$ cat src/hw/coil_params.svh
`ifndef COIL_PARAMS_SVH
`define COIL_PARAMS_SVH

// ----------------------------------------------------------------
// Frame layout
// ----------------------------------------------------------------
`define FRAME_LEN 4'h8
`define FRAME_LAST 3'h7
`define IDX_ADDR 3'h0
`define IDX_FUNC 3'h1
`define IDX_COIL_HI 3'h2
`define IDX_COIL_LO 3'h3
`define IDX_VAL_HI 3'h4
`define IDX_VAL_LO 3'h5
`define ADDR_BCAST 8'h00
`define FC_WRITE_COIL 8'h05

// ----------------------------------------------------------------
// Coil addresses and values
// ----------------------------------------------------------------
`define COIL_JOG_INCH 16'h0411
`define COIL_TEACH 16'h0414
`define COIL_CAPTURE 16'h0415
`define COIL_JOG_POS 16'h0416
`define COIL_JOG_NEG 16'h0417
`define VAL_ON 16'hFF00
`define VAL_OFF 16'h0000

// ----------------------------------------------------------------
// CRC and widths
// ----------------------------------------------------------------
`define CRC_INIT 16'hFFFF
`define CRC_POLY 16'hA001
`define CRC_GOOD 16'h0000
`define POS_W 32
`define PNUM_W 10

`endif

$ cat src/hw/coil_pkg.sv
`include "coil_params.svh"

package coil_pkg;

  typedef enum logic [1:0] {
    ST_RX = 2'b00,
    ST_TX = 2'b01
  } dec_state_t;

  typedef struct packed {
    dec_state_t st;
    logic [7:0][7:0] frame;
    logic [3:0] cnt;
    logic ovf;
    logic [2:0] txi;
    logic teach;
    logic cap_coil;
    logic sel_inch;
    logic jp_coil;
    logic jn_coil;
    logic jog_run;
    logic move_dir;
    logic inch_start;
    logic stop_req;
    logic load_stb;
    logic [`PNUM_W-1:0] load_entry;
    logic [`POS_W-1:0] load_target;
    logic tx_valid;
    logic [7:0] tx_byte;
    logic done;
  } dec_regs_t;

  typedef struct packed {
    logic [15:0] crc;
  } crc_regs_t;

endpackage

$ cat src/hw/crc_if.sv
`timescale 1ns/1ps
`default_nettype none

// Byte stream into the CRC unit and running remainder back
interface crc_if;
  logic clr;
  logic en;
  logic [7:0] data;
  logic [15:0] crc;
  modport calc (input clr, input en, input data, output crc);
  modport user (output clr, output en, output data, input crc);
endinterface

`default_nettype wire

$ cat src/hw/coil_cmd_decoder.sv
// Functional notes
// Frames are delimited by bus silence; the gap strobe closes a frame.
// Slave address is axis number plus one; 00 is broadcast.
// Only function 05 with coil address and value, eight bytes total.
// Frame CRC checked before any action is taken.
// Coil 0414: FF00 enters teaching mode, 0000 returns to normal.
// Coil 0415 FF00 in teaching mode captures current position.
// Capture goes to entry named by position number register then.
// Load also asks storage to fill empty fields with defaults.
// Master holds the capture coil unchanged 20 ms after FF00.
// Jog mode: FF00 on 0416 jogs away from home.
// While jogging, 0000 on positive or FF00 on negative stops.
// Inch mode: rising edge on positive coil starts one inch.
// Master writes 0000 between inch requests to re-arm the edge.
// Successful write answered with an exact echo of the query.
// Coil 0411 picks inch or jog; change stops jog, inch completes.
// Coil 0417 is the mirrored jog/inch toward home.
// Broadcast frames are executed but never answered.
`timescale 1ns/1ps
`default_nettype none
`include "coil_params.svh"

module coil_cmd_decoder
  import coil_pkg::*;
(
  input wire logic mclk, // Controller clock, 40 MHz
  input wire logic sys_rst, // Async reset, active high
  input wire logic [3:0] axis_id, // Axis number of this controller
  input wire logic rx_valid, // Received byte strobe
  input wire logic [7:0] rx_byte, // Received byte
  input wire logic frame_gap, // Silent interval seen, one pulse
  input wire logic tx_ready, // Transmitter takes tx_byte
  input wire logic [`POS_W-1:0] current_position, // Actuator position
  input wire logic [`PNUM_W-1:0] position_number_cmd_reg, // Selected entry
  output logic tx_valid, // Response byte offered
  output logic [7:0] tx_byte, // Response byte
  output logic teach_mode_select, // High in teaching mode
  output logic position_capture_cmd, // Capture coil state
  output logic jog_inch_select, // High selects inching
  output logic load_strobe, // One pulse: write table entry
  output logic [`PNUM_W-1:0] load_entry, // Entry to write
  output logic [`POS_W-1:0] load_target, // Captured target position
  output logic load_fill_defaults, // Fill empty fields with defaults
  output logic jog_run, // Continuous jog in progress
  output logic move_dir, // 1 away from home, 0 toward
  output logic inch_start, // One pulse: start one inch
  output logic stop_req, // One pulse: decelerate to stop
  output logic frame_done // One pulse: frame accepted and run
);

  dec_regs_t q;
  dec_regs_t next_q;
  crc_if cif ();

  // ----------------------------------------------------------------
  // CRC over every byte of the frame, including the CRC itself
  // ----------------------------------------------------------------
  crc16_unit u_crc (
    .mclk(mclk),
    .sys_rst(sys_rst),
    .cif(cif)
  );

  // Remainder restarts on every gap so the next frame starts clean
  assign cif.clr = frame_gap;
  assign cif.en = (q.st == ST_RX) && rx_valid && !frame_gap;
  assign cif.data = rx_byte;

  // ----------------------------------------------------------------
  // Frame decode and coil handling
  // ----------------------------------------------------------------
  always_comb begin
    logic [7:0] addr;
    logic [15:0] coil;
    logic [15:0] val;
    logic on;
    logic good;
    logic away;
    logic prev;
    logic is_jog;
    logic len_ok;
    logic crc_ok;
    logic addr_ok;
    logic cmd_ok;
    // Fields are read from the stored frame, high byte first
    addr = q.frame[`IDX_ADDR];
    coil = {q.frame[`IDX_COIL_HI], q.frame[`IDX_COIL_LO]};
    val = {q.frame[`IDX_VAL_HI], q.frame[`IDX_VAL_LO]};
    on = (val == `VAL_ON);
    away = (coil == `COIL_JOG_POS);
    prev = away ? q.jp_coil : q.jn_coil;
    is_jog = (coil == `COIL_JOG_POS) || (coil == `COIL_JOG_NEG);
    // Each test stands alone so a refused frame is easy to trace
    len_ok = (q.cnt == `FRAME_LEN) && !q.ovf;
    crc_ok = (cif.crc == `CRC_GOOD);
    addr_ok = (addr == {3'h0, 5'({1'b0, axis_id} + 5'h01)})
      || (addr == `ADDR_BCAST);
    // Anything but the five coils and the two values gets no answer
    cmd_ok = (q.frame[`IDX_FUNC] == `FC_WRITE_COIL)
      && ((val == `VAL_ON) || (val == `VAL_OFF))
      && (is_jog || (coil == `COIL_TEACH) || (coil == `COIL_CAPTURE)
        || (coil == `COIL_JOG_INCH));
    good = len_ok && crc_ok && addr_ok && cmd_ok;
    next_q = q;
    // Pulses last one clock unless this frame raises them again
    next_q.inch_start = 1'b0;
    next_q.stop_req = 1'b0;
    next_q.load_stb = 1'b0;
    next_q.done = 1'b0;
    unique case (q.st)
      ST_RX: begin
        // Bytes are gathered until silence; extra bytes spoil the frame
        if (frame_gap) begin
          next_q.cnt = 4'h0;
          next_q.ovf = 1'b0;
          if (good) begin
            next_q.done = 1'b1;
            if (coil == `COIL_TEACH) begin
              next_q.teach = on;
            end
            if (coil == `COIL_CAPTURE) begin
              next_q.cap_coil = on;
              // Outside teaching mode only the coil level follows
              if (on && q.teach) begin
                next_q.load_stb = 1'b1;
                next_q.load_entry = position_number_cmd_reg;
                next_q.load_target = current_position;
              end
            end
            if (coil == `COIL_JOG_INCH) begin
              next_q.sel_inch = on;
              // A running jog stops on a mode change; an inch runs on
              if (q.jog_run && (on != q.sel_inch)) begin
                next_q.jog_run = 1'b0;
                next_q.stop_req = 1'b1;
              end
            end
            if (is_jog) begin
              if (away) begin
                next_q.jp_coil = on;
              end else begin
                next_q.jn_coil = on;
              end
              // FF00 on the running direction is ignored; jog goes on
              if (q.jog_run && (!on || (away != q.move_dir))) begin
                next_q.jog_run = 1'b0;
                next_q.stop_req = 1'b1;
              end else if (on && !q.sel_inch && !q.jog_run) begin
                next_q.jog_run = 1'b1;
                next_q.move_dir = away;
              end else if (on && q.sel_inch && !prev) begin
                // Edge needs the coil back at 0000 first
                next_q.inch_start = 1'b1;
                next_q.move_dir = away;
              end
            end
            // Broadcast is acted on but stays silent on the bus
            if (addr != `ADDR_BCAST) begin
              next_q.st = ST_TX;
              next_q.txi = 3'h0;
              next_q.tx_valid = 1'b1;
              next_q.tx_byte = q.frame[0];
            end
          end
        end else if (rx_valid) begin
          if (q.cnt == `FRAME_LEN) begin
            next_q.ovf = 1'b1;
          end else begin
            next_q.frame[q.cnt[2:0]] = rx_byte;
            next_q.cnt = q.cnt + 4'h1;
          end
        end
      end
      ST_TX: begin
        // Echo all eight bytes, CRC included, untouched
        if (tx_ready) begin
          // Last byte hands the line back; a query may follow at once
          if (q.txi == `FRAME_LAST) begin
            next_q.st = ST_RX;
            next_q.tx_valid = 1'b0;
          end else begin
            next_q.txi = q.txi + 3'h1;
            next_q.tx_byte = q.frame[q.txi + 3'h1];
          end
        end
      end
    endcase
  end

  // ----------------------------------------------------------------
  // State register
  // ----------------------------------------------------------------
  always_ff @(posedge mclk or posedge sys_rst) begin
    if (sys_rst) begin
      q <= '0;
    end else begin
      q <= next_q;
    end
  end

  // ----------------------------------------------------------------
  // Outputs, all straight from the state register
  // ----------------------------------------------------------------
  assign tx_valid = q.tx_valid;
  assign tx_byte = q.tx_byte;
  assign teach_mode_select = q.teach;
  assign position_capture_cmd = q.cap_coil;
  assign jog_inch_select = q.sel_inch;
  assign load_strobe = q.load_stb;
  assign load_entry = q.load_entry;
  assign load_target = q.load_target;
  // Asserted with each load; storage keeps fields that hold data
  assign load_fill_defaults = q.load_stb;
  assign jog_run = q.jog_run;
  assign move_dir = q.move_dir;
  assign inch_start = q.inch_start;
  assign stop_req = q.stop_req;
  assign frame_done = q.done;

endmodule

`default_nettype wire

$ cat src/hw/crc16_unit.sv
`timescale 1ns/1ps
`default_nettype none
`include "coil_params.svh"

module crc16_unit
  import coil_pkg::*;
(
  input wire logic mclk, // Controller clock
  input wire logic sys_rst, // Async reset, active high
  crc_if.calc cif // Byte feed and remainder
);

  crc_regs_t q;
  crc_regs_t next_q;

  // ----------------------------------------------------------------
  // Reflected CRC-16, one byte per cycle
  // ----------------------------------------------------------------
  always_comb begin
    logic [15:0] c;
    c = q.crc ^ {8'h00, cif.data};
    for (int i = 0; i < 8; i++) begin
      c = c[0] ? ((c >> 1) ^ `CRC_POLY) : (c >> 1);
    end
    next_q = q;
    // Clear wins so a new frame never inherits a stale remainder
    if (cif.clr) begin
      next_q.crc = `CRC_INIT;
    end else if (cif.en) begin
      next_q.crc = c;
    end
  end

  always_ff @(posedge mclk or posedge sys_rst) begin
    if (sys_rst) begin
      q <= '{crc: `CRC_INIT};
    end else begin
      q <= next_q;
    end
  end

  assign cif.crc = q.crc;

endmodule

`default_nettype wire

$ cat config.mk
export PLATFORM = sky130hd
export DESIGN_NAME = coil_cmd_decoder
export DESIGN_NICKNAME = d
export VERILOG_FILES = /design/src/hw/coil_pkg.sv /design/src/hw/crc_if.sv /design/src/hw/coil_cmd_decoder.sv /design/src/hw/crc16_unit.sv
export VERILOG_INCLUDE_DIRS = /design/src /design/src/hw
export SDC_FILE = /design/constraint.sdc
export NUM_CORES = 1
export LEC_CHECK = 0
export ABC_AREA = 1
export BUFFER_PORTS_ARGS = -buffer_cell sky130_fd_sc_hd__buf_2
export CAP_MARGIN = 25
export CORE_MARGIN = 4
export CORE_UTILIZATION = 57
export DETAILED_ROUTE_END_ITERATION = 8
export PLACE_DENSITY = 0.8
export SETUP_SLACK_MARGIN = 0.1
export SLEW_MARGIN = 20
export SYNTH_ARGS = -nofsm -noshare
export SYNTH_HDL_FRONTEND = slang
export SYNTH_SLANG_ARGS = --single-unit
$ cat constraint.sdc
create_clock -name mclk -period 5.14 [get_ports mclk]
set_input_delay 0.257 -clock mclk [delete_from_list [all_inputs] [get_ports mclk]]
set_output_delay 0.257 -clock mclk [all_outputs]
set_load 0.01 [all_outputs]
==> results of run 1 <==
## critical path, stage by stage (launching register included)
cell and delay, ps:
dfrtp_1 480, inv_1 230, ha_1 200, nand3_2 90
nor2_1 110, nand2_1 60, nor2_1 90, nand2_1 110
nor2_4 180, nand3_4 170, nor2_8 500, nand2_4 410
nand2_1 180, nand2_1 80
## registers in the layout, summed over array words and instances, names as in the netlist, 8 cells and up
register,cells
u_crc.cif.crc,16
q,75
load_entry,10
tx_byte,8
load_target,32
## power breakdown
group          internal (mW)  switching [mW]  total (mW)
Clock                  0.774           0.528        1.30
Sequential              1.30          0.0739        1.37
Combinational          0.138           0.336       0.474
## kinds of logic (layout without fill, tap and decap cells)
group / after synthesis / in the layout / share of synthesized area (%)
AOI/OAI and AO/OA: 178 / 178 / 12.4
xor gates and xnor gates: 9 / 9 / 1.00
adders and majority gates: 7 / 7 / 1.11
buffers and inverters: 172 / 245 / 11.5
DFF: 151 / 151 / 48.3
and+or+nand+nor: 468 / 468 / 25.7
## worst min-delay path by stage
| stage | to | slack, ps |
|---|---|---|
| 2_1_floorplan | q[65] | 360 |
| 3_5_place_dp | load_entry[0] | 450 |
| 4_1_cts | load_target[5] | 40 |
| 3_3_place_gp | load_target[10] | 450 |
| 6_report | load_target[5] | 50 |
| 5_1_grt | load_entry[0] | 50 |
## Yosys cell counts, types with 2 or more instances
cell      count
buf_4        58
inv_1        81
xor2_1        5
nor3_1        6
o21ai_0     115
nand4_1      16
clkbuf_1     20
nor3_4        3
nand2_1     299
xnor2_1       4
inv_2         4
a22oi_1      10
nand3b_1      2
ha_1          7
nor2_4        3
nand3_1      73
nor2_1       58
clkinv_1      2
dfstp_2      16
dfrtp_1     135
o211ai_1      2
a21oi_1      35
buf_6         5
a22o_1        8
o21bai_1      5
## placed cells by master, fill, tap and decap left out, drive strengths merged, types with 16 or more instances in the layout
cell type / Yosys / routed
a21oi: 35 / 35
dfrtp: 135 / 135
nand4: 16 / 16
dfstp: 16 / 16
nand2: 301 / 301
inv: 85 / 89
buf: 64 / 124
o21ai: 115 / 115
nor2: 63 / 63
nand3: 75 / 75
clkbuf: 20 / 17
## through the flow
step | setup slack (ps) | utilization (%)
after floorplan | 845 | -
after global placement | 2270 | 60.8
after detailed placement | 2170 | 60.8
after CTS | 2120 | 65.4
after global routing | 1780 | 65.7
final | 2130 | 65.7
## layer usage
layer  track usage (%)  part of all wire, %
met1              34.7                   42
met2              40.5                   48
met3              5.88                  8.2
met4              7.27                  1.6
met5                 0                    0
## area by class of cell
type                            instances  area (µm²)  share of cell area, %
Sequential cell                       151        3800                   43.2
Multi-Input combinational cell        662        3160                   35.9
Timing Repair Buffer                  125         663                   7.53
Clock buffer                           17         425                   4.83
Inverter                               88         337                   3.82
Tap cell                              176         220                   2.50
Clock inverter                         15         195                   2.22
## repair_timing
item,CTS,global route
gates resized for setup,0,0
setup buffers,0,0
endpoints found under the hold margin,0,44
hold buffers,0,1
==> results.sh, run 1 <==
export IMPL_status="complete, no violations"
export IMPL_min_path_cells=3
export IMPL_grt_pass1_wl_um=32100
export IMPL_finalClockSkew_ps=8.10
export IMPL_dp_hpwl_um=13700
export IMPL_placement_io_buffers=119
export IMPL_clk_root_buf="clkbuf_16"
export IMPL_hold_path_startpoint="current_position[5]"
export IMPL_violation_count_after_the_first_detailed_routing_iteration=591
export IMPL_max_cap_violations=0
export IMPL_post_layout_total_power_mw=3.15
export IMPL_slew_headroom_pct=35.7
export IMPL_layout_nets=1111
export IMPL_number_of_cells_produced_by_synthesis=985
export IMPL_track_usage_pct=25.3
export IMPL_critical_path_endpoint_category="flip-flop"
export IMPL_max_slew_worst_pin_slew_ps=960
export IMPL_mappedNetlistNets=1051
export IMPL_synth_edf_count=0
export IMPL_critPathKind="reg -> reg"
export IMPL_clock_tree_htree_level_count=4
export IMPL_layout_area_overhead_vs_synth_pct=12.0
export IMPL_drtPass1Iterations=5
export IMPL_floorplan_core_area_mm2=0.0134
export IMPL_finalCritPeriodShare_pct=58.5
export IMPL_drive_gt1_share_pct=18.3
export IMPL_clkTransAtPathRegs_ps=60
export IMPL_synth_lib_cells_used_distinct=38
export IMPL_r2r_start="q[67]"
export IMPL_worst_endpoint_arrival_ps=3320
export IMPL_drc=0
export IMPL_final_area_mm2=0.00880
export IMPL_dp_cells=1200
export IMPL_hold_viol=0
export IMPL_peakVddDrop_mv=0.311
export IMPL_largest_net_degree_at_the_start_of_global_routing=110
export IMPL_ff2ff_path_depth=13
export IMPL_die_width_um=125
export IMPL_synth_warning_count=0
export IMPL_most_common_flop_cell_mapped_by_yosys="dfrtp_1"
export IMPL_rsz0062_at_grt="false"
export IMPL_p_leak_nw=4.74
export IMPL_antenna_found_initial=0
export IMPL_cts_buffer_depth=2
export IMPL_antenna_left=0
export IMPL_initial_utilization_pct=58.7
export IMPL_total_neg_setup_slack_ps=0
export IMPL_routed_vias=6814
export IMPL_setup_viol=0
export IMPL_cts_buffers_inserted=17
export IMPL_crit_path_start="q[67]"
export IMPL_place_congestion=0.898
export IMPL_hold_path_class="in -> reg"
export IMPL_stdcell_count=1234
export IMPL_tritoncts="built"
export IMPL_hold_ws_ps=48.9
export IMPL_io_pins=120
export IMPL_pwr_density_cell_mw_per_mm2=357
export IMPL_setup_worst_path_start_class="flip-flop"
export IMPL_synth_avg_cell_area_um2=7.98
export IMPL_synth_area_leaders="dfrtp_1 43%, nand2_1 14%, o21ai_0 7.3%"
export IMPL_synthesis_area_mm2=0.00786
export IMPL_ys_async_sr_fraction_pct=100
export IMPL_total_grt_overflow=0
export IMPL_placed_cell_area_mm2=0.00814
export IMPL_antenna_fix_cells=0
export IMPL_r2r_end="load_target[15]"
export IMPL_fraction_of_synthesized_cell_area_taken_by_the_top_area_cell_type_pct=43.0
export IMPL_timing_final_crit_period_ps=3010
export IMPL_clock_sinks=151
export IMPL_num_fill_cells=1085
export IMPL_synth_largest_area_cell="dfrtp_1"
export IMPL_rows=42
export IMPL_via_density=5.52
export IMPL_detail_route_wl_per_cell_um=15.9
export IMPL_die_h_um=125
export IMPL_worstPathRequired_ps=5450
export IMPL_slew_viol_final=0
export IMPL_clkLatencyLatePin_ps=430
export IMPL_design_die_area_mm2=0.0157
export IMPL_fmax_mhz=333
export IMPL_yosys_register_bits=151
export IMPL_first_global_vias=6321
export IMPL_path_max_fanout=44
export IMPL_ff2ff_setup_slack_ps=2130
export IMPL_route_final_wire_length_um=19700
export IMPL_endpoint="load_target[15]"
export IMPL_seq_area_frac_synth_pct=48.3
(Power assumes the default switching activity.)
==> inputs of run 2 (changes only) <==
--- a/config.mk
+++ b/config.mk
@@ -6,13 +6,13 @@
 export SDC_FILE = /design/constraint.sdc
 export NUM_CORES = 1
 export LEC_CHECK = 0
-export ABC_AREA = 1
+export ABC_AREA = 0
 export BUFFER_PORTS_ARGS = -buffer_cell sky130_fd_sc_hd__buf_2
 export CAP_MARGIN = 25
 export CORE_MARGIN = 4
-export CORE_UTILIZATION = 57
+export CORE_UTILIZATION = 52
 export DETAILED_ROUTE_END_ITERATION = 8
-export PLACE_DENSITY = 0.8
+export PLACE_DENSITY = 0.77
 export SETUP_SLACK_MARGIN = 0.1
 export SLEW_MARGIN = 20
 export SYNTH_ARGS = -nofsm -noshare
==> constraint.sdc (replaced) <==
create_clock -name mclk -period 2.7 [get_ports mclk]
set_input_delay 0.135 -clock mclk [delete_from_list [all_inputs] [get_ports mclk]]
set_output_delay 0.135 -clock mclk [all_outputs]
set_load 0.01 [all_outputs]
==> run 2 against run 1 <==
Effect of this change:
- global-route usage decreased by 2.1 points
- final area increased by 9.2%
- clock power increased by 110%
- maximum frequency increased by 16%
- power increased by 100%
- final cell count decreased by 24%
- worst hold slack got worse by 8.6 ps
- core utilization increased by 0.20 points
- clock skew increased by 6.5 ps
==> results.sh, run 2 <==
export IMPL_cts_buffers_inserted=17
export IMPL_slew_headroom_pct=39.1
export IMPL_finalClockSkew_ps=14.6
export IMPL_seq_area_frac_synth_pct=48.8
export IMPL_total_grt_overflow=0
export IMPL_hold_path_end="q[134]"
export IMPL_ff2ff_path_depth=7
export IMPL_yosys_register_bits=151
export IMPL_synth_largest_area_cell="dfrtp_1"
export IMPL_largest_net_degree_at_the_start_of_global_routing=152
export IMPL_hold_path_class="in -> reg"
export IMPL_cts_buffer_depth=2
export IMPL_ys_async_sr_fraction_pct=100
export IMPL_p_leak_nw=4.76
export IMPL_synth_edf_count=0
export IMPL_mappedNetlistNets=679
export IMPL_r2r_end="load_target[17]"
export IMPL_critical_path_endpoint_category="flip-flop"
export IMPL_ff2ff_setup_slack_ps=110
export IMPL_multi_input_area_mm2=0.00349
export IMPL_antenna_left=0
export IMPL_fraction_of_synthesized_cell_area_taken_by_the_top_area_cell_type_pct=43.4
export IMPL_route_final_wire_length_um=21400
export IMPL_io_pins=120
export IMPL_tritoncts="built"
export IMPL_setup_worst_path_start_class="flip-flop"
export IMPL_synth_lib_cells_used_distinct=55
export IMPL_max_stage_delay_ps=430
export IMPL_finalCritPeriodShare_pct=95.8
export IMPL_rsz0062_at_grt="false"
export IMPL_clock_tree_htree_level_count=4
export IMPL_largest_register="q"
export IMPL_worst_endpoint_arrival_ps=2900
export IMPL_die_width_um=130
export IMPL_crit_family="compound AO/OA/AOI/OAI gates"
export IMPL_synth_area_leaders="dfrtp_1 43%, mux2_2 11%, mux2_4 7.7%"
export IMPL_first_global_vias=5705
export IMPL_drive_gt1_share_pct=47.1
export IMPL_final_util_pct=65.9
export IMPL_design_die_area_mm2=0.0170
export IMPL_setup_viol=0
export IMPL_die_h_um=130
export IMPL_fmax_mhz=387
export IMPL_synth_avg_cell_area_um2=12.7
export IMPL_dp_hpwl_um=12100
export IMPL_number_of_cells_produced_by_synthesis=613
export IMPL_grt_pass1_wl_um=30000
export IMPL_peakVddDrop_mv=0.504
export IMPL_via_density=5.96
export IMPL_synth_top_cells_by_count="135 x dfrtp_1, 77 x mux2_2, 51 x buf_4, 40 x mux2_4, 39 x nand2_1"
export IMPL_pwr_density_cell_mw_per_mm2=662
export IMPL_layout_commonest_cell="dfrtp_1"
export IMPL_most_common_flop_cell_mapped_by_yosys="dfrtp_1"
export IMPL_status="complete, no violations"
export IMPL_placement_io_buffers=119
export IMPL_path_max_fanout=7
export IMPL_worstPathRequired_ps=3020
export IMPL_initial_utilization_pct=53.4
export IMPL_min_path_cells=4
export IMPL_critPathKind="reg -> reg"
export IMPL_synth_warning_count=0
export IMPL_timing_final_crit_period_ps=2590
export IMPL_standard_cell_with_the_maximum_stage_delay_on_the_critical_path="dfrtp_2"
export IMPL_synthesis_area_mm2=0.00778
export IMPL_max_slew_worst_pin_slew_ps=914
export IMPL_r2r_start="q[72]"
export IMPL_antenna_fix_cells=0
export IMPL_antenna_found_initial=0
export IMPL_layout_area_overhead_vs_synth_pct=23.5
export IMPL_clkLatencyLatePin_ps=440
export IMPL_routed_vias=5618
export IMPL_slew_viol_final=0
export IMPL_clock_sinks=151
export IMPL_largest_register_ff_count=75
export IMPL_hold_path_startpoint="tx_ready"
export IMPL_rows=44
export IMPL_max_cap_violations=0
export IMPL_track_usage_pct=23.2
export IMPL_clk_root_buf="clkbuf_16"
export IMPL_regArea_mm2=0.00380
export IMPL_total_neg_setup_slack_ps=0
export IMPL_timing_critical_path_buf_inv=1
export IMPL_clkTransAtPathRegs_ps=60
export IMPL_layout_cells_most_common_list="133 x dfrtp_1, 119 x buf_2, 77 x mux2_2"
export IMPL_crit_path_cell_trace="o21ba_2 -> a221o_1 -> a2111oi_4 -> o211a_4 -> nand4_4 -> clkbuf_16 -> mux2_4"
export IMPL_crit_path_start="q[72]"
export IMPL_violation_count_after_the_first_detailed_routing_iteration=535
export IMPL_detail_route_wl_per_cell_um=22.7
export IMPL_hold_viol=0
export IMPL_floorplan_core_area_mm2=0.0146
export IMPL_yosys_cell_count_top_type="dfrtp_1"
export IMPL_layout_nets=812
export IMPL_drtPass1Iterations=5
export IMPL_num_fill_cells=969
export IMPL_drc=0
export IMPL_place_congestion=0.855
==> run 2: changes by cell type after synthesis, sizes merged, moves of 25 or more <==
cell and change:
a21oi -25, nor2 -38, inv -78, nand2 -262, mux2 +117, o21ai -99
nand3 -65
==> run 2: worst reg2reg max path: stages (launching register included) <==
cell	delay, ps
dfrtp_2	430
o21ba_2	190
a221o_1	400
a2111oi_4	370
o211a_4	240
nand4_4	260
clkbuf_16	290
mux2_4	310
==> run 2: worst max-delay path by stage <==
stage	slack, ps	depth (start not counted)	end
2_1_floorplan	330	8	load_entry[0]
4_1_cts	140	7	load_target[30]
5_1_grt	60	7	load_target[20]
3_3_place_gp	140	9	load_target[7]
3_5_place_dp	80	9	load_target[1]
6_report	110	7	load_target[17]
==> run 2: stage by stage <==
| step | total power, mW | setup WS (ps) | hold WS (ps) | std cells | instance area (µm²) |
|---|---|---|---|---|---|
| 5_1_grt | 6.57 | 60.6 | 41.0 | 942 | 9610 |
| 3_3_place_gp | 3.52 | 144 | 367 | 849 | 8220 |
| 4_1_cts | 6.30 | 140 | 26.5 | 923 | 9330 |
| 3_5_place_dp | 3.56 | 77.3 | 369 | 849 | 8220 |
| 2_1_floorplan | 3.28 | 330 | 284 | 613 | 7790 |
| 6_report | 6.36 | 114 | 40.3 | 942 | 9610 |
==> run 2: cell families after synthesis <==
family	Yosys count	share of synthesized area, %
AND/OR/NAND/NOR	145	10.1
XOR/XNOR	29	3.63
buffers and inverters	91	7.30
AO/OA/AOI/OAI	53	5.00
flip-flops	151	48.8
multiplexers	137	24.0
adder cells (fa/ha/maj)	7	1.13
==> run 2: power by group <==
part,internal (mW),switching [mW]
Clock,1.76,0.957
Sequential,2.49,0.217
Combinational,0.497,0.442
Total,4.74,1.62
==> run 2: area by class of cell <==
class,instances,share of cell area [%]
flip-flops and latches,151,39.5
inverters,7,0.312
well taps,184,2.40
clock inverters,11,2.29
clock buffers,20,4.65
repair buffers,198,14.5
multi-input cells,371,36.3
==> run 2: what timing repair did <==
item	4_1_cts	5_1_grt
setup endpoints to repair	2	60
setup buffers	0	13
cloned	0	6
endpoints found under the hold margin	134	0
gates resized for setup	1	16
hold buffers	43	0
pin swaps	0	6
==> run 2: metal layers <==
metal	vias to the layer above	part of all wire, %	track usage, %
met5	-	0	0
met4	0	3.9	9.74
met3	71	9.5	7.25
met2	321	49	38.9
met1	2807	37	27.7
li1	2419	-	-
